===== src/pkg/usr_pkg.sv =====
// Shared constants and types for the serial transmit and receive data path
package usr_pkg;
  // ---------------------------------------------------------------
  // Register offsets
  // ---------------------------------------------------------------
  localparam logic [2:0] ADR_DATA = 3'h0;
  localparam logic [2:0] ADR_CSA = 3'h1;
  localparam logic [2:0] ADR_CSB = 3'h2;
  localparam logic [2:0] ADR_CSC = 3'h3;
  localparam logic [2:0] ADR_BAUDL = 3'h4;
  localparam logic [2:0] ADR_BAUDH = 3'h5;
  // ---------------------------------------------------------------
  // Field positions
  // ---------------------------------------------------------------
  localparam int CSA_RXC = 7;
  localparam int CSA_TXC = 6;
  localparam int CSA_DATA_REGISTER_EMPTY_FLAG = 5;
  localparam int CSA_FE = 4;
  localparam int CSA_PE = 2;
  localparam int CSA_U2X = 1;
  localparam int CSB_TRANSMIT_COMPLETE_INTERRUPT_ENABLE = 6;
  localparam int CSB_EMPTY_INTERRUPT_ENABLE = 5;
  localparam int CSB_RECEIVER_ENABLE = 4;
  localparam int CSB_TRANSMITTER_ENABLE = 3;
  localparam int CSB_SIZE2 = 2;
  localparam int CSB_RXB8 = 1;
  localparam int CSB_TRANSMIT_NINTH_BIT = 0;
  localparam int CSC_MASTER = 7;
  localparam int CSC_SYNC = 6;
  localparam int CSC_PAR_HI = 5;
  localparam int CSC_PAR_LO = 4;
  localparam int CSC_STOP2 = 3;
  localparam int CSC_SIZE_HI = 2;
  localparam int CSC_SIZE_LO = 1;
  localparam int CSC_POL = 0;
  localparam int RXW_FE = 10;
  localparam int RXW_PE = 9;
  localparam int RX_WORD_W = 11;
  localparam int RX_DEPTH_DEF = 2;
  // ---------------------------------------------------------------
  // Reset values and encodings
  // ---------------------------------------------------------------
  localparam logic [7:0] CSC_RST = 8'h06;
  localparam logic [11:0] BAUD_RST = 12'h000;
  localparam logic [2:0] SIZE_NINE = 3'h7;
  localparam logic [4:0] OVS_NORMAL = 5'h10;
  localparam logic [4:0] OVS_DOUBLE = 5'h08;
  localparam logic [12:0] FRAME_ONES = 13'h1FFF;
  // ---------------------------------------------------------------
  // Types
  // ---------------------------------------------------------------
  typedef struct packed {
    logic [2:0] adr;
    logic [7:0] wdata;
    logic wr;
    logic rd;
  } usr_bus_s;
  typedef struct packed {
    logic [11:0] ubrr;
    logic u2x;
    logic sync;
    logic master;
    logic pol;
  } usr_cfg_s;
  typedef enum {RX_IDLE, RX_START, RX_BITS, RX_STOP} usr_rx_e;
  // Data bits per character from the size code
  function automatic logic [3:0] usr_char_bits(input logic [2:0] code);
    case (code)
      3'h0: usr_char_bits = 4'h5;
      3'h1: usr_char_bits = 4'h6;
      3'h2: usr_char_bits = 4'h7;
      SIZE_NINE: usr_char_bits = 4'h9;
      default: usr_char_bits = 4'h8;
    endcase
  endfunction
endpackage


===== src/rtl/usr_baud.sv =====
// Bit timing: baud divider, oversampling and external clock handling
`timescale 1ns/10ps
module usr_baud
  import usr_pkg::*;
(
  // Clock and reset
  input wire logic mclk,
  input wire logic rst_b,
  // Rate and mode
  input wire usr_cfg_s cfg,
  // External clock pin
  input wire logic xckIn,
  output logic xckOut,
  // Timing pulses
  output logic txStep,
  output logic rxTick
);
  typedef struct packed {
    logic s1;
    logic s2;
    logic prev;
    logic [11:0] cnt;
    logic [4:0] ovs;
    logic external_transfer_clock_pin;
    logic txStep;
    logic rxTick;
  } usr_baud_s;
  usr_baud_s st, next_st;
  logic [4:0] ovsLen;
  logic tick, rise, fall;

  always_comb begin
    next_st = st;
    ovsLen = cfg.u2x ? OVS_DOUBLE : OVS_NORMAL;
    tick = (st.cnt == 12'h000);
    next_st.cnt = tick ? cfg.ubrr : st.cnt - 12'h001;
    next_st.s1 = xckIn;
    next_st.s2 = st.s1;
    next_st.prev = st.s2;
    if (tick) begin
      next_st.external_transfer_clock_pin = ~st.external_transfer_clock_pin;
      // Wrap at once when the rate shrinks below the current count
      next_st.ovs = (st.ovs >= ovsLen - 5'h01) ? 5'h00 : st.ovs + 5'h01;
    end
    // Master makes its own edges, slave follows the synchronised pin
    rise = cfg.master ? (tick & ~st.external_transfer_clock_pin) : (st.s2 & ~st.prev);
    fall = cfg.master ? (tick & st.external_transfer_clock_pin) : (~st.s2 & st.prev);
    next_st.txStep = cfg.sync ? (cfg.pol ? fall : rise)
                              : (tick && st.ovs == ovsLen - 5'h01);
    next_st.rxTick = cfg.sync ? (cfg.pol ? rise : fall) : tick;
  end

  always_ff @(posedge mclk or negedge rst_b) begin
    if (!rst_b) begin
      st <= '0;
    end else begin
      st <= next_st;
    end
  end

  assign xckOut = st.external_transfer_clock_pin;
  assign txStep = st.txStep;
  assign rxTick = st.rxTick;
endmodule


===== src/rtl/usr_core.sv =====
// Serial transmit and receive data path with its register port
`timescale 1ns/10ps
// Function
// - Transmitter enable hands output pin to transmitter
// - Synchronous mode uses external clock pin
// - Data write fills buffer; loads when idle
// - Shift register sends frame at bit rate
// - Unused upper data bits ignored on transmit
// - Ninth bit sent from control bit
// - Empty flag shows transmit buffer empty
// - Empty request while flag and enable set
// - Complete flag set when frame and buffer done
// - Complete flag cleared by ack or one
// - Complete request while flag and enable set
// - Parity bit after data, before stop
// - Disable waits until shift and buffer empty
// - Receiver enable hands input pin to receiver
// - Start bit begins frame, bits shifted in
// - Second stop bit ignored by receiver
// - First stop bit moves frame into buffer
// - Unused upper bits read as zero
// - Start low, data LSB first, stops high
// - Parity is xor, inverted for odd
// - Receive flag shows unread data present
// - Receive buffer holds two characters
module usr_core
  import usr_pkg::*;
#(
  parameter int RX_DEPTH = RX_DEPTH_DEF
)
(
  // Clock and reset
  input wire logic mclk,
  input wire logic rst_b,
  // Register port
  input wire usr_bus_s busIn,
  output logic [7:0] rdata,
  // Serial pins
  input wire logic rxdIn,
  output logic txdOut,
  output logic txdOe,
  output logic rxdOwn,
  input wire logic xckIn,
  output logic xckOut,
  output logic xckOe,
  // Interrupt requests
  input wire logic txDoneAck,
  output logic emptyIrq,
  output logic txDoneIrq
);
  typedef struct packed {
    logic transmit_complete_interrupt_enable;
    logic empty_interrupt_enable;
    logic receiver_enable;
    logic transmitter_enable;
    logic size2;
    logic transmit_ninth_bit;
    logic u2x;
    logic [7:0] csc;
    logic [11:0] ubrr;
    logic [7:0] bufData;
    logic buf9;
    logic bufFull;
    logic transmit_complete_flag;
    logic [12:0] frame;
    logic [3:0] rem;
    logic txOwn;
    logic txd;
    logic xckOe;
    logic rxOwn;
    logic emptyIrq;
    logic txDoneIrq;
    logic [7:0] rdata;
    logic rxS1;
    logic rxS2;
    usr_rx_e rxSt;
    logic [4:0] rxCnt;
    logic [3:0] rxLeft;
    logic [9:0] rxShift;
  } usr_core_s;
  usr_core_s st, next_st;

  usr_cfg_s cfg;
  logic txStep, rxTick, xckPin;
  logic [3:0] nBits, txLen, rxM;
  logic parEn, parOdd, load, txcSet, push, pop, rxValid, rxFull, rxIn;
  logic [8:0] mask9, txWord, rxData9;
  logic txPar, rxPe;
  logic [12:0] txFrame;
  logic [9:0] rxAligned;
  logic [4:0] ovsLen, half;
  logic [RX_WORD_W-1:0] rxHead, pushData;
  logic wrData, wrA, wrB, rdData;

  // ---------------------------------------------------------------
  // Bit timing and receive buffer
  // ---------------------------------------------------------------
  assign cfg = '{ubrr: st.ubrr, u2x: st.u2x, sync: st.csc[CSC_SYNC],
                 master: st.csc[CSC_MASTER], pol: st.csc[CSC_POL]};

  usr_baud u_baud (
    .mclk(mclk),
    .rst_b(rst_b),
    .cfg(cfg),
    .xckIn(xckIn),
    .xckOut(xckPin),
    .txStep(txStep),
    .rxTick(rxTick)
  );

  usr_rxbuf #(.W(RX_WORD_W), .DEPTH(RX_DEPTH)) u_rxbuf (
    .mclk(mclk),
    .rst_b(rst_b),
    .push(push),
    .pushData(pushData),
    .pop(pop),
    .flush(~st.receiver_enable),
    .head(rxHead),
    .notEmpty(rxValid),
    .full(rxFull)
  );

  // ---------------------------------------------------------------
  // Next state
  // ---------------------------------------------------------------
  always_comb begin
    next_st = st;
    wrData = busIn.wr && busIn.adr == ADR_DATA;
    wrA = busIn.wr && busIn.adr == ADR_CSA;
    wrB = busIn.wr && busIn.adr == ADR_CSB;
    rdData = busIn.rd && busIn.adr == ADR_DATA;
    nBits = usr_char_bits({st.size2, st.csc[CSC_SIZE_HI:CSC_SIZE_LO]});
    parEn = st.csc[CSC_PAR_HI];
    parOdd = st.csc[CSC_PAR_LO];
    mask9 = 9'h1FF >> (4'h9 - nBits);
    // Frame assembly from the buffer
    txWord = {st.buf9, st.bufData} & mask9;
    txPar = ^txWord ^ parOdd;
    txFrame = (FRAME_ONES << (nBits + 4'h1)) | 13'({txWord, 1'b0});
    if (parEn) begin
      txFrame[nBits + 4'h1] = txPar;
    end
    txLen = 4'h1 + nBits + {3'h0, parEn} + (st.csc[CSC_STOP2] ? 4'h2 : 4'h1);
    load = 1'b0;
    txcSet = 1'b0;
    // Transmit shifting
    if (txStep) begin
      if (st.rem > 4'h1) begin
        next_st.frame = {1'b1, st.frame[12:1]};
        next_st.rem = st.rem - 4'h1;
      end else if (st.bufFull && st.txOwn) begin
        load = 1'b1;
        next_st.frame = txFrame;
        next_st.rem = txLen;
      end else begin
        txcSet = (st.rem == 4'h1);
        next_st.rem = 4'h0;
      end
    end
    if (load) begin
      next_st.bufFull = 1'b0;
    end
    if (wrData) begin
      next_st.bufData = busIn.wdata;
      next_st.buf9 = st.transmit_ninth_bit;
      next_st.bufFull = 1'b1;
    end
    if (txDoneAck || (wrA && busIn.wdata[CSA_TXC])) begin
      next_st.transmit_complete_flag = 1'b0;
    end
    if (txcSet) begin
      next_st.transmit_complete_flag = 1'b1;
    end
    // Receive framing
    rxIn = st.rxS2;
    next_st.rxS1 = rxdIn;
    next_st.rxS2 = st.rxS1;
    rxM = nBits + {3'h0, parEn};
    ovsLen = cfg.sync ? 5'h01 : (st.u2x ? OVS_DOUBLE : OVS_NORMAL);
    half = cfg.sync ? 5'h01 : (ovsLen >> 1);
    rxAligned = st.rxShift >> (4'hA - rxM);
    rxData9 = rxAligned[8:0] & mask9;
    rxPe = parEn & (^rxData9 ^ parOdd ^ rxAligned[nBits]);
    pushData = {~rxIn, rxPe, rxData9};
    push = 1'b0;
    if (!st.receiver_enable) begin
      next_st.rxSt = RX_IDLE;
    end else if (rxTick) begin
      unique case (st.rxSt)
        RX_IDLE: begin
          if (!rxIn) begin
            next_st.rxCnt = 5'h00;
            next_st.rxLeft = rxM;
            next_st.rxSt = cfg.sync ? RX_BITS : RX_START;
          end
        end
        RX_START: begin
          if (st.rxCnt == half - 5'h01) begin
            next_st.rxCnt = 5'h00;
            next_st.rxSt = rxIn ? RX_IDLE : RX_BITS;
          end else begin
            next_st.rxCnt = st.rxCnt + 5'h01;
          end
        end
        RX_BITS: begin
          if (st.rxCnt == ovsLen - 5'h01) begin
            next_st.rxCnt = 5'h00;
            next_st.rxShift = {rxIn, st.rxShift[9:1]};
            next_st.rxLeft = st.rxLeft - 4'h1;
            if (st.rxLeft == 4'h1) begin
              next_st.rxSt = RX_STOP;
            end
          end else begin
            next_st.rxCnt = st.rxCnt + 5'h01;
          end
        end
        RX_STOP: begin
          if (st.rxCnt == ovsLen - 5'h01) begin
            push = 1'b1;
            next_st.rxSt = RX_IDLE;
          end else begin
            next_st.rxCnt = st.rxCnt + 5'h01;
          end
        end
      endcase
    end
    // Register reads, answered in the following cycle
    pop = rdData && rxValid;
    next_st.rdata = 8'h00;
    if (busIn.rd) begin
      case (busIn.adr)
        ADR_DATA: next_st.rdata = rxHead[7:0];
        ADR_CSA: begin
          next_st.rdata[CSA_RXC] = rxValid;
          next_st.rdata[CSA_TXC] = st.transmit_complete_flag;
          next_st.rdata[CSA_DATA_REGISTER_EMPTY_FLAG] = ~st.bufFull;
          next_st.rdata[CSA_FE] = rxValid & rxHead[RXW_FE];
          next_st.rdata[CSA_PE] = rxValid & rxHead[RXW_PE];
          next_st.rdata[CSA_U2X] = st.u2x;
        end
        ADR_CSB: begin
          next_st.rdata[CSB_TRANSMIT_COMPLETE_INTERRUPT_ENABLE] = st.transmit_complete_interrupt_enable;
          next_st.rdata[CSB_EMPTY_INTERRUPT_ENABLE] = st.empty_interrupt_enable;
          next_st.rdata[CSB_RECEIVER_ENABLE] = st.receiver_enable;
          next_st.rdata[CSB_TRANSMITTER_ENABLE] = st.transmitter_enable;
          next_st.rdata[CSB_SIZE2] = st.size2;
          next_st.rdata[CSB_RXB8] = rxValid & rxHead[8];
          next_st.rdata[CSB_TRANSMIT_NINTH_BIT] = st.transmit_ninth_bit;
        end
        ADR_CSC: next_st.rdata = st.csc;
        ADR_BAUDL: next_st.rdata = st.ubrr[7:0];
        ADR_BAUDH: next_st.rdata = {4'h0, st.ubrr[11:8]};
        default: next_st.rdata = 8'h00;
      endcase
    end
    // Register writes
    if (wrA) begin
      next_st.u2x = busIn.wdata[CSA_U2X];
    end
    if (wrB) begin
      next_st.transmit_complete_interrupt_enable = busIn.wdata[CSB_TRANSMIT_COMPLETE_INTERRUPT_ENABLE];
      next_st.empty_interrupt_enable = busIn.wdata[CSB_EMPTY_INTERRUPT_ENABLE];
      next_st.receiver_enable = busIn.wdata[CSB_RECEIVER_ENABLE];
      next_st.transmitter_enable = busIn.wdata[CSB_TRANSMITTER_ENABLE];
      next_st.size2 = busIn.wdata[CSB_SIZE2];
      next_st.transmit_ninth_bit = busIn.wdata[CSB_TRANSMIT_NINTH_BIT];
    end
    if (busIn.wr && busIn.adr == ADR_CSC) begin
      next_st.csc = busIn.wdata;
    end
    if (busIn.wr && busIn.adr == ADR_BAUDL) begin
      next_st.ubrr[7:0] = busIn.wdata;
    end
    if (busIn.wr && busIn.adr == ADR_BAUDH) begin
      next_st.ubrr[11:8] = busIn.wdata[3:0];
    end
    // Pin ownership and requests
    next_st.txOwn = st.transmitter_enable | (st.txOwn & (st.rem != 4'h0 | st.bufFull));
    next_st.txd = (next_st.rem != 4'h0) ? next_st.frame[0] : 1'b1;
    next_st.xckOe = cfg.sync & cfg.master & (st.transmitter_enable | st.receiver_enable);
    next_st.rxOwn = st.receiver_enable;
    next_st.emptyIrq = next_st.empty_interrupt_enable & ~next_st.bufFull;
    next_st.txDoneIrq = next_st.transmit_complete_interrupt_enable & next_st.transmit_complete_flag;
  end

  always_ff @(posedge mclk or negedge rst_b) begin
    if (!rst_b) begin
      st <= '0;
      st.csc <= CSC_RST;
      st.ubrr <= BAUD_RST;
      st.txd <= 1'b1;
      st.rxS1 <= 1'b1;
      st.rxS2 <= 1'b1;
      st.rxSt <= RX_IDLE;
    end else begin
      st <= next_st;
    end
  end

  // ---------------------------------------------------------------
  // Outputs
  // ---------------------------------------------------------------
  assign rdata = st.rdata;
  assign txdOut = st.txd;
  assign txdOe = st.txOwn;
  assign rxdOwn = st.rxOwn;
  assign xckOut = xckPin;
  assign xckOe = st.xckOe;
  assign emptyIrq = st.emptyIrq;
  assign txDoneIrq = st.txDoneIrq;

  // ---------------------------------------------------------------
  // Checks
  // ---------------------------------------------------------------
  a_txd_takeover: assert property (@(posedge mclk) disable iff (!rst_b)
    wrB && busIn.wdata[CSB_TRANSMITTER_ENABLE] |-> ##2 txdOe)
    else $error("transmit pin not taken over after enable");
  a_buf_filled: assert property (@(posedge mclk) disable iff (!rst_b)
    wrData |=> st.bufFull)
    else $error("buffer not full after data write");
  a_load_start: assert property (@(posedge mclk) disable iff (!rst_b)
    load |=> !txdOut && st.rem == $past(txLen))
    else $error("load did not start a frame");
  a_txc_clear: assert property (@(posedge mclk) disable iff (!rst_b)
    wrA && busIn.wdata[CSA_TXC] && !txcSet |=> !st.transmit_complete_flag)
    else $error("complete flag not cleared by write of one");
  a_txc_set: assert property (@(posedge mclk) disable iff (!rst_b)
    txcSet |=> st.transmit_complete_flag && !st.bufFull ##0 txdOut)
    else $error("complete flag not set at frame end");
  a_txc_irq: assert property (@(posedge mclk) disable iff (!rst_b)
    st.transmit_complete_interrupt_enable && st.transmit_complete_flag |-> txDoneIrq)
    else $error("complete request missing");
  a_empty_irq: assert property (@(posedge mclk) disable iff (!rst_b)
    st.empty_interrupt_enable && !st.bufFull |-> emptyIrq)
    else $error("empty request missing");
  a_disable_wait: assert property (@(posedge mclk) disable iff (!rst_b)
    !st.transmitter_enable && (st.rem != 4'h0 || st.bufFull) |=> txdOe)
    else $error("transmit pin released before frames done");
  a_rx_store: assert property (@(posedge mclk) disable iff (!rst_b)
    push && !rxFull && st.receiver_enable && !(wrB && !busIn.wdata[CSB_RECEIVER_ENABLE]) |=> rxValid)
    else $error("received frame not stored");
  a_rx_mask: assert property (@(posedge mclk) disable iff (!rst_b)
    rdData && nBits == 4'h5 |=> rdata[7:5] == 3'h0)
    else $error("unused received bits not zero");
  a_rx_own: assert property (@(posedge mclk) disable iff (!rst_b)
    $rose(st.receiver_enable) |=> rxdOwn)
    else $error("receive pin not taken over");
endmodule


===== src/rtl/usr_rxbuf.sv =====
// Receive buffer: small first-in first-out store with flush
`timescale 1ns/10ps
module usr_rxbuf
  import usr_pkg::*;
#(
  parameter int W = RX_WORD_W,
  parameter int DEPTH = RX_DEPTH_DEF
)
(
  // Clock and reset
  input wire logic mclk,
  input wire logic rst_b,
  // Fill, drain and flush
  input wire logic push,
  input wire logic [W-1:0] pushData,
  input wire logic pop,
  input wire logic flush,
  // Status
  output logic [W-1:0] head,
  output logic notEmpty,
  output logic full
);
  localparam int AW = $clog2(DEPTH);
  if (DEPTH < 2) begin : g_bad_depth
    $error("usr_rxbuf needs a depth of at least two");
  end
  typedef struct packed {
    logic [DEPTH-1:0][W-1:0] mem;
    logic [AW-1:0] rdPtr;
    logic [AW-1:0] wrPtr;
    logic [AW:0] count;
  } usr_rxbuf_s;
  usr_rxbuf_s st, next_st;
  logic doPush, doPop;

  always_comb begin
    next_st = st;
    doPop = pop && st.count != '0;
    doPush = push && st.count != (AW+1)'(DEPTH);
    if (doPush) begin
      next_st.mem[st.wrPtr] = pushData;
      next_st.wrPtr = (st.wrPtr == AW'(DEPTH - 1)) ? '0 : st.wrPtr + 1'b1;
    end
    if (doPop) begin
      next_st.rdPtr = (st.rdPtr == AW'(DEPTH - 1)) ? '0 : st.rdPtr + 1'b1;
    end
    next_st.count = st.count + (AW+1)'(doPush) - (AW+1)'(doPop);
    if (flush) begin
      next_st.rdPtr = '0;
      next_st.wrPtr = '0;
      next_st.count = '0;
    end
  end

  always_ff @(posedge mclk or negedge rst_b) begin
    if (!rst_b) begin
      st <= '0;
    end else begin
      st <= next_st;
    end
  end

  assign head = st.mem[st.rdPtr];
  assign notEmpty = (st.count != '0);
  assign full = (st.count == (AW+1)'(DEPTH));
endmodule

===== config.mk =====
export PLATFORM = sky130hd
export DESIGN_NAME = usr_core
export DESIGN_NICKNAME = d
export VERILOG_FILES = /design/src/pkg/usr_pkg.sv /design/src/rtl/usr_baud.sv /design/src/rtl/usr_core.sv /design/src/rtl/usr_rxbuf.sv
export SDC_FILE = /design/constraint.sdc
export NUM_CORES = 1
export LEC_CHECK = 0
export ABC_AREA = 1
export BUFFER_PORTS_ARGS = -buffer_cell sky130_fd_sc_hd__buf_2
export CAP_MARGIN = 10
export CELL_PAD_IN_SITES_DETAIL_PLACEMENT = 1
export CELL_PAD_IN_SITES_GLOBAL_PLACEMENT = 1
export CORE_MARGIN = 2
export CORE_UTILIZATION = 30
export DETAILED_ROUTE_END_ITERATION = 12
export PLACE_DENSITY = 0.61
export SLEW_MARGIN = 20
export SYNTH_ARGS = -nofsm -noshare
export SYNTH_HDL_FRONTEND = slang
export SYNTH_SLANG_ARGS = --single-unit
export TNS_END_PERCENT = 10

===== constraint.sdc =====
create_clock -name mclk -period 4.45 [get_ports mclk]
set_input_delay 0.89 -clock mclk [delete_from_list [all_inputs] [get_ports mclk]]
set_output_delay 0.89 -clock mclk [all_outputs]
set_load 0.02 [all_outputs]

-- Yosys cells after proc, flatten, opt, wreduce, memory -nomap -nowiden
Index checks and enable logic that the tools add are counted.
- register bits: 171
- bits in latches: 0
- RAM bits: 0
- bits in read-only memories: 0
- input port bits: 18
- logic and storage cells: 231
- memories kept: 0
- add/sub/neg operators: 18
- multiply operators: 0
- div/mod/pow operators: 0
- $lt $le $gt $ge: 8
- equal/unequal tests: 28
- shift-type cells: 3
- muxes and demuxes: 71
- bitwise logic cells: 28
- reductions and logical operators: 32
- operators by type and width (operator ; number):
    2-to-1 mux 32 bit ; 5
    case mux 37 bit (4 select lines) ; 1
    == test 32 x 2 -> 1 bit, second input constant ; 2
    2-to-1 mux 51 bit ; 1
    2-to-1 mux 41 bit ; 1
    2-to-1 mux 5 bit ; 7
    2-to-1 mux 11 bit ; 3
    == test 32 x 1 -> 1 bit, second input constant ; 1
    zero test 32 bit ; 1
    2-to-1 mux 1 bit ; 27
    2-to-1 mux 13 bit ; 2
    bitwise mux 22 bit ; 1
    AND 9 bit ; 2
    XOR reduction 9 bit ; 2
    2-to-1 mux 17 bit ; 1
    case mux 4 bit (4 select lines) ; 1
    == test 5 bit ; 3
    logical AND 1 bit ; 15
    != test 3 bit, second input constant ; 5
    case mux 3 bit (5 select lines) ; 1
    2-to-1 mux 14 bit ; 1
    AND 1 bit ; 13
    bitwise mux 13 bit ; 1
    OR 13 x 10 -> 13 bit ; 1
    other kinds (52) ; 90

-- Depth between registers and ports, before layout
Gate-level depths: netlist (run 1).
- depth in word-level cells: 14
- mapped depth: 27
- mapped depth without buffers: 24

-- By module
From an unflattened synthesis (run 1), not the netlist that was laid out.
- cells, all modules: 1109
- area total of the unflattened synthesis: 8365.5 sq um
- by module, submodules not included (module ; times used ; cells each ; area each (sq um) ; sequential area each (sq um)):
    usr_core ; 1 ; 781 ; 5730.5 ; 2308.5
    usr_rxbuf ; 1 ; 167 ; 1330.0 ; 650.6
    usr_baud ; 1 ; 161 ; 1305.0 ; 575.6

-- Worst setup path before layout (run 1)
OpenSTA, ideal clock, no wires.
- path kind: register -> register
- start point: register st[108] in the netlist's numbering
- end point: register u_rxbuf.st[13] in the netlist's numbering
- arrival time: 3.105 ns
- data required time: 4.333 ns
- setup slack: 1.228 ns
- cell stages (with the launch flop): 24
- buffers on the path: 3
- period minus slack after synthesis: 3.222 ns
- path through: dfstp_2 buf_6 nand3_1 o21ai_1 ha_1 inv_1 nand3_1 nand2_1 ha_1 buf_2 inv_1 buf_2 nor2_1 inv_1 nor2_2 nand4_1 xor2_1 nand3_1 nand2_1 inv_1 nand2_1 nand2_1 nand3_1 nand2_1
- word-level cells in the longest chain between the ends: 11
- elaborated cells between the ends (all ways): 18
- those cells by class: 3 x add/sub; 3 x eq/ne; 2 x shift; 4 x mux; 4 x bitwise; 2 x reduce/logical
- ends and longest elaborated chain (element ; line ; RTL):
    from (decl) ; usr_core.sv:81 ; usr_core_s st, next_st;
    from (signal assigned) ; usr_core.sv:296 ; st <= next_st;
    == test 3 bit (tied with other cells) ; usr_pkg.sv:68 ; case (code)
    case mux 4 bit (4 select lines) * ; usr_pkg.sv:68 ;
    branches (longest 6 deep; another with adder 4 x 1 -> 4 bit) ; - ;
    bitwise XOR 1 bit * ; usr_core.sv:183 ; rxPe = parEn & (^rxData9 ^ parOdd ^ rxAligned[nBits]);
    AND 1 bit * ; usr_core.sv:183 ;
    bitwise mux 22 bit * ; usr_rxbuf.sv:41 ; next_st.mem[st.wrPtr] = pushData;
    to (signal assigned) ; usr_rxbuf.sv:59 ; st <= next_st;
    to (decl) ; usr_rxbuf.sv:33 ; usr_rxbuf_s st, next_st;
Mark *: on every way between the ends. The select of a mux whose other input is x is not followed.
A chain may end at the register's enable or synchronous reset.

-- Worst setup path in the final report (run 1)
- start point: register st[108] in the netlist's numbering
- end point: register u_rxbuf.st[24] in the netlist's numbering
The elaborated chain is that of the path after synthesis.

==> metrics.txt, run 1 <==
Root Buffer clkbuf_16; cells after synthesis approximately 1000; Setup crit start st[108]; count of cells resized by post-cts repair 0; area of the multi-input gates approximately 3600 um2; maximum vdd drop roughly 0.21 mV; Pwr Total roughly 5.3 mW; reg2reg end u_rxbuf.st[24]; cts bufs inserted 17; total wire length 22700 um; Final nets 1089; Non-Filler Instances 1396; Ant. Diodes 0; global-route wire length before repair 37600 um; Initial Util around 30%; Final min period between 3000 and 4000 ps; Critical Path End Type flip-flop; setup TNS 0 ps; EDFF count, synth 0; asr flop ratio synth 100%; fraction of layout cells with a size suffix above 1 a little under a tenth; register area share after synthesis 45.0%; Ports 33; RSZ-0062 raised after global routing no; die width around 170 um; Final Max Tran Viols 0; syn_area_per_cell approximately 7.7 um2; Detailed Place HPWL between 15000 and 20000 um; vias per inst between 4 and 5; Syn Nets between 1000 and 1500; leak pwr approximately 4.3 nW; Die Y-Extent 166 um; cts hold-fix bufs 0; cell area after synthesis between 7000 and 8000 um2; initial antenna violation count 0; top-count cell post-synth nand2_1; TritonCTS clock tree built; CTS Buffer Depth 2; initial DRC count ~340; drt drc 0; routed via count 6706; Fill cells roughly 3200; most frequent cells after synthesis 238 x nand2_1, 149 x inv_1, 136 x dfrtp_1; Final Hold Viols 0; Synth Register Bits 141; clk slew on worst S/H paths 70 ps; core area roughly 26000 um2; critical-path maximum fanout 12; R2R cell count 25; status completed; Reg2Reg Launch Point st[108]; Clock Sinks roughly 140; Critical Path Start Type flip-flop; Antenna Nets Post-Route 0; Die ar. about 28000 um2; Setup Fix Bufs, Post-CTS 0; crit share post-route 82.0%; Routed WL per cell between 15 and 20 um; number of library cell types mapped by synthesis ~50; Final Util between 30 and 40%; area share of the largest cell type after synthesis roughly 43%; largest net degree at the start of global routing ~90; H-tree level count 4; largest area contributor in the synthesized netlist dfrtp_1; storage element area approximately 3500 um2; commonest register cell after synthesis dfrtp_1; GR Util All Layers 17.1%; Placed Instances 1364; Cell Rows 59; GPL Wtd Cong 0.786; final setup vio count 0; Layout area overhead 14.2%; critical path class reg2reg; Slew headroom 44.1%; Synth area leaders dfrtp_1 43%, nand2_1 11%, inv_1 7.1%; CP arrival 3970 ps; Port Buffers 32; min-delay worst type reg2reg; Worst-Margin Slew roughly 840 ps; Worst-Skew Late Latency between 400 and 500 ps; pwr dens slightly below 600 nW/um2; flop2flop setup slack roughly 800 ps; Syn. warnings 0; Fmax achieved approximately 270 MHz; CP required 4770 ps; clk_skew 14.3 ps; vias in the first global route ~7000; Overflow after GRT 0; max-cap viol count 0; Setup crit end u_rxbuf.st[24]; router iterations before antenna repair 5
-- metal layers --
| metal | vias to the layer above | GRT usage (%) | wire length, um |
|---|---|---|---|
| met5 | - | 0 | 0 |
| met2 | 78 | 28.3 | 10700 |
| met1 | 3237 | 22.6 | 11000 |
| met4 | 0 | 6.12 | 500 |
| li1 | 3364 | - | - |
| met3 | 27 | 3.03 | 527 |
-- report_power, final --
group | leakage [nW] | internal (mW) | total [mW] | switching, mW
clock | 0.316 | 0.916 | 1.58 | 0.664
sequential | 1.80 | 1.53 | 1.74 | 0.201
combinational | 2.22 | 0.659 | 1.96 | 1.30
total | 4.34 | 3.11 | 5.28 | 2.17
-- how the worst min path moves through the flow --
stage / from / to / slack (ps) / cells after the start
after floorplan: u_baud.next_st[21] / u_baud.next_st[20] / 330 / 0
after global placement: u_baud.next_st[21] / u_baud.next_st[20] / 340 / 0
after detailed placement: u_baud.next_st[21] / u_baud.next_st[20] / 340 / 0
final: u_baud.next_st[21] / u_baud.next_st[20] / 350 / 0
after CTS: u_baud.next_st[21] / u_baud.next_st[20] / 340 / 0
after global routing: next_st[51] / rxIn / 360 / 0
-- through the flow --
| stage | instance area, um2 | hold slack, ps | setup WS, ps |
|---|---|---|---|
| finish | 8970 | 350 | 800 |
| global route | 8970 | 361 | 466 |
| CTS | 8970 | 344 | 776 |
| detailed placement | 8330 | 340 | 799 |
| global placement | 8330 | 339 | 983 |
| floorplan | 7860 | 331 | 1230 |
-- area by class of cell --
type                            instances  area share [%]
Clock buffer                           17            4.74
Sequential cell                       141            39.4
Tap cell                              335            4.67
Inverter                              153            6.40
Clock inverter                         15            2.40
Timing Repair Buffer                   39            2.58
Multi-Input combinational cell        696            39.8
-- registers in the layout (all words and copies together) (netlist names) --
register and count:
parEn 1, u_baud.rxTick 1, next_st 2, parOdd 1, txdOut 1, xckOe 1
u_rxbuf.st 26, u_baud.txStep 1, emptyIrq 1, rxIn 1, rxdOwn 1, u_baud.st 18
u_baud.xckOut 1, u_baud.next_st 2, txDoneIrq 1, txdOe 1, st 57, cfg 16
rdata 8
-- cell usage in the layout, fill, tap and decap left out, types with 2 or more instances in the layout --
cell type / instances
clkinv_1: 3
nor2_2: 4
o221ai_1: 3
nor3b_1: 2
mux2i_1: 5
buf_2: 31
o211ai_1: 2
ha_1: 21
a22oi_1: 5
o21ai_1: 2
nand4_1: 10
dfrtp_1: 136
clkbuf_16: 17
or2_2: 2
buf_4: 6
nand2_4: 2
o22ai_1: 18
dfstp_2: 5
xor2_1: 15
fa_1: 2
inv_1: 149
a21oi_1: 50
bufinv_16: 3
nand2_1: 238
inv_8: 5
o21ai_0: 101
nand2_2: 6
inv_6: 5
nand3_2: 2
a31oi_1: 3
nor3_1: 12
xnor2_1: 9
nand3_1: 76
nor2_1: 84
nor4_1: 5
a211oi_1: 4
-- kinds of logic (layout without fill, tap and decap cells) --
group / count (synthesis) / after routing / share of synthesized area (%)
adder cells (fa/ha/maj): 23 / 23 / 3.85
XOR/XNOR: 24 / 24 / 2.67
multiplexers: 5 / 5 / 0.637
flip-flops: 141 / 141 / 45.0
AND/OR/NAND/NOR: 448 / 448 / 24.5
AO/OA/AOI/OAI: 196 / 196 / 13.8
buffers and inverters: 185 / 224 / 9.57
-- worst max-delay path: stages (launching register included) --
cell     delay, ps
dfstp_2        620
nand3_1        100
o21ai_1        100
buf_4          190
ha_1           200
inv_1           60
nand3_1         70
nand2_1         70
ha_1           440
inv_1          240
o21ai_0        150
nand2_1        120
nor2_2         220
nand3_2        160
inv_1          110
nand2_1         50
nand2_1         80
nand2_1         60
nand2_1         60
nand2_1         60
nand2_2         70
inv_1           40
nand2_1         50
nand2_1         80
nand3_1         80
nand2_1         50
(Power assumes the default switching activity.)
==> run 2, diff against run 1 <==
- PLACE_DENSITY: 0.61 -> 0.63
- clock period: 4.45 -> 3.25 ns (I/O delays scaled with it)
==> run 2 against run 1 <==
Against the previous run: sequential cell count is the same; sequential share of layout area shrank 1.2 points; power grew 40%; sequential power grew 36%; core utilization increased by 1.1 points; register-to-register slack got worse by 550 ps.
==> metrics.txt, run 2 (synthesized netlist as in run 1, its figures left out) <==
cts bufs inserted 17 (unchanged); Final min period 3000 ps (-652 ps); Final nets 1116 (+2.5%); Fmax achieved 334 MHz (+22%); Ant. Diodes 0 (unchanged); Die Y-Extent 166 um (unchanged); Crit path largest cell delay 580 ps (-40 ps); final instance area 9260 um2 (+3.2%); status completed; Antenna Nets Post-Route 0 (unchanged); die width 166 um (unchanged); TritonCTS clock tree built; crit share post-route 92.2% (+10 points); critical path class reg2reg; router iterations before antenna repair 5 (unchanged); global-route wire length before repair 38100 um (+1.2%); initial DRC count 413 (+21%); critical-path maximum fanout 7 (-5); fraction of layout cells with a size suffix above 1 14.2% (+5.1 points); Clock Sinks 141 (unchanged); Critical Path Start Type flip-flop; vias in the first global route 7127 (+2.1%); GPL Wtd Cong 0.818 (+4.2%); maximum vdd drop 0.361 mV (+72%); Largest regs st (57), u_rxbuf.st (26), u_baud.st (18); most common cell after layout, fill and taps aside nand2_1; largest net degree at the start of global routing 58 (-34%); GR Util All Layers 17.3% (+0.17 points); Slew headroom 53.5% (+9.4 points); WP buf/inv 6 (+1); Ports 33 (unchanged); Initial Util 30.3% (unchanged); pwr dens 796 nW/um2 (+35%); CP arrival 3360 ps (-610 ps); CTS Buffer Depth 2 (unchanged); Worst-Skew Late Latency 430 ps (about the same); Critical Path End Type flip-flop; routed via count 6843 (+2.0%); Final Max Tran Viols 0 (unchanged); vias per inst 4.81 (+0.11%); max FFs per register 57 (unchanged); worst path cell trace buf_4 > inv_1 > nand2_2 > nand2_1 > buf_4 > inv_1 > ha_1 > inv_1 > nand2_1 > xor2_1 > xor2_1 > xor2_1 > or2_2 > nand2_4 > inv_1 > nand2_1 > o311ai_0 > a21oi_1; max-cap viol count 0 (unchanged); Die ar. 27500 um2 (unchanged); CP max stage cell dfstp_2; CP top delay family simple AND/OR/NAND/NOR gates; drt drc 0 (unchanged); most used cell, CP inv_1; Port Buffers 32 (unchanged); Pwr Total 7.38 mW (+40%); min-delay worst type in2async; Root Buffer clkbuf_16; leak pwr 4.45 nW (+2.5%); clk_skew 10.4 ps (-3.94 ps); Routed WL per cell 16.2 um (-0.43%); Final Hold Viols 0 (unchanged); core area 25900 um2 (unchanged); commonest cells after routing, fill and taps aside 225 x nand2_1, 147 x inv_1, 135 x dfrtp_1; Cell Area, Placed 8500 um2 (+2.0%); Layout area overhead 17.8%; Overflow after GRT 0 (unchanged); initial antenna violation count 0 (unchanged); clk slew on worst S/H paths 70 ps (about the same); Detailed Place HPWL 17600 um (+1.6%); final setup vio count 0 (unchanged); flop2flop setup slack 250 ps (-550 ps); Cell Rows 59 (unchanged); CP required 3610 ps (-1160 ps); Fill cells 3128 (-0.86%); H-tree level count 4 (unchanged); total wire length 23000 um (+1.5%); Reg with most FFs st; Worst-Margin Slew 697 ps (-142 ps)
-- run 2: per-stage QoR --
stage / hold WS, ps / utilization [%] / cells / setup TNS (ps) / setup WS (ps)
2_1_floorplan: 331 / - / 1022 / 0 / 28.1
3_3_place_gp: 346 / 32.8 / 1386 / 0 / 129
3_5_place_dp: 348 / 32.8 / 1386 / 0 / 53.8
4_1_cts: 215 / 35.0 / 1418 / 0 / 66.0
5_1_grt: 221 / 35.7 / 1423 / -9.56 / -9.56
6_report: 187 / 35.7 / 1423 / 0 / 252
-- run 2: metal layers --
metal	up-vias	GRT usage (%)	part of all wire [%]
li1	3418	-	-
met1	3325	23.1	47
met2	69	28.8	48
met3	31	2.91	2.0
met4	0	5.26	2.2
met5	-	0	0
-- run 2: timing repair --
item	4_1_cts	5_1_grt
pin swaps	0	9
setup buffers	0	4
gates cloned	0	1
setup endpoints to repair	1	6
hold buffers	0	0
gates resized for setup	2	39
-- run 2: worst reg2reg max path, cell delays in order (launching register included) --
cell      delay [ps]
dfstp_2          580
buf_4            150
inv_1             60
nand2_2          120
nand2_1           90
buf_4            180
inv_1             70
ha_1             140
inv_1            100
nand2_1          120
xor2_1           180
xor2_1           210
xor2_1           120
or2_2            310
nand2_4          100
inv_1             60
nand2_1           50
o311ai_0         120
a21oi_1          190
-- run 2: final cells by class --
| class | count | area [um2] | area share (%) |
|---|---|---|---|
| multi-input cells | 696 | 3710 | 40.1 |
| flip-flops and latches | 141 | 3540 | 38.2 |
| inverters | 153 | 578 | 6.24 |
| repair buffers | 65 | 442 | 4.77 |
| clock buffers | 17 | 425 | 4.59 |
| well taps | 335 | 419 | 4.53 |
| clock inverters | 15 | 146 | 1.58 |
| repair inverters | 1 | 5.00 | 0.0540 |
-- run 2: path summary, 6_finish.rpt --
| path | from | end | cells past startpoint |
|---|---|---|---|
| setup / recovery | st[108] | st[77] | 18 |
| hold / removal | rst_b | u_baud.st[6] | 1 |
| setup reg to reg | st[108] | st[77] | 18 |
| hold reg to reg | next_st[51] | rxIn | 0 |
| max in group asynchronous | rst_b | st[108] | 2 |
| min in group mclk | rxdIn | next_st[51] | 1 |
-- run 2: power by group --
part	switching [mW]	total, mW	leakage, nW	internal, mW
Combinational	1.97	3.08	2.36	1.11
Sequential	0.271	2.37	1.80	2.10
Clock	0.901	1.92	0.282	1.02
Total	3.14	7.38	4.45	4.23
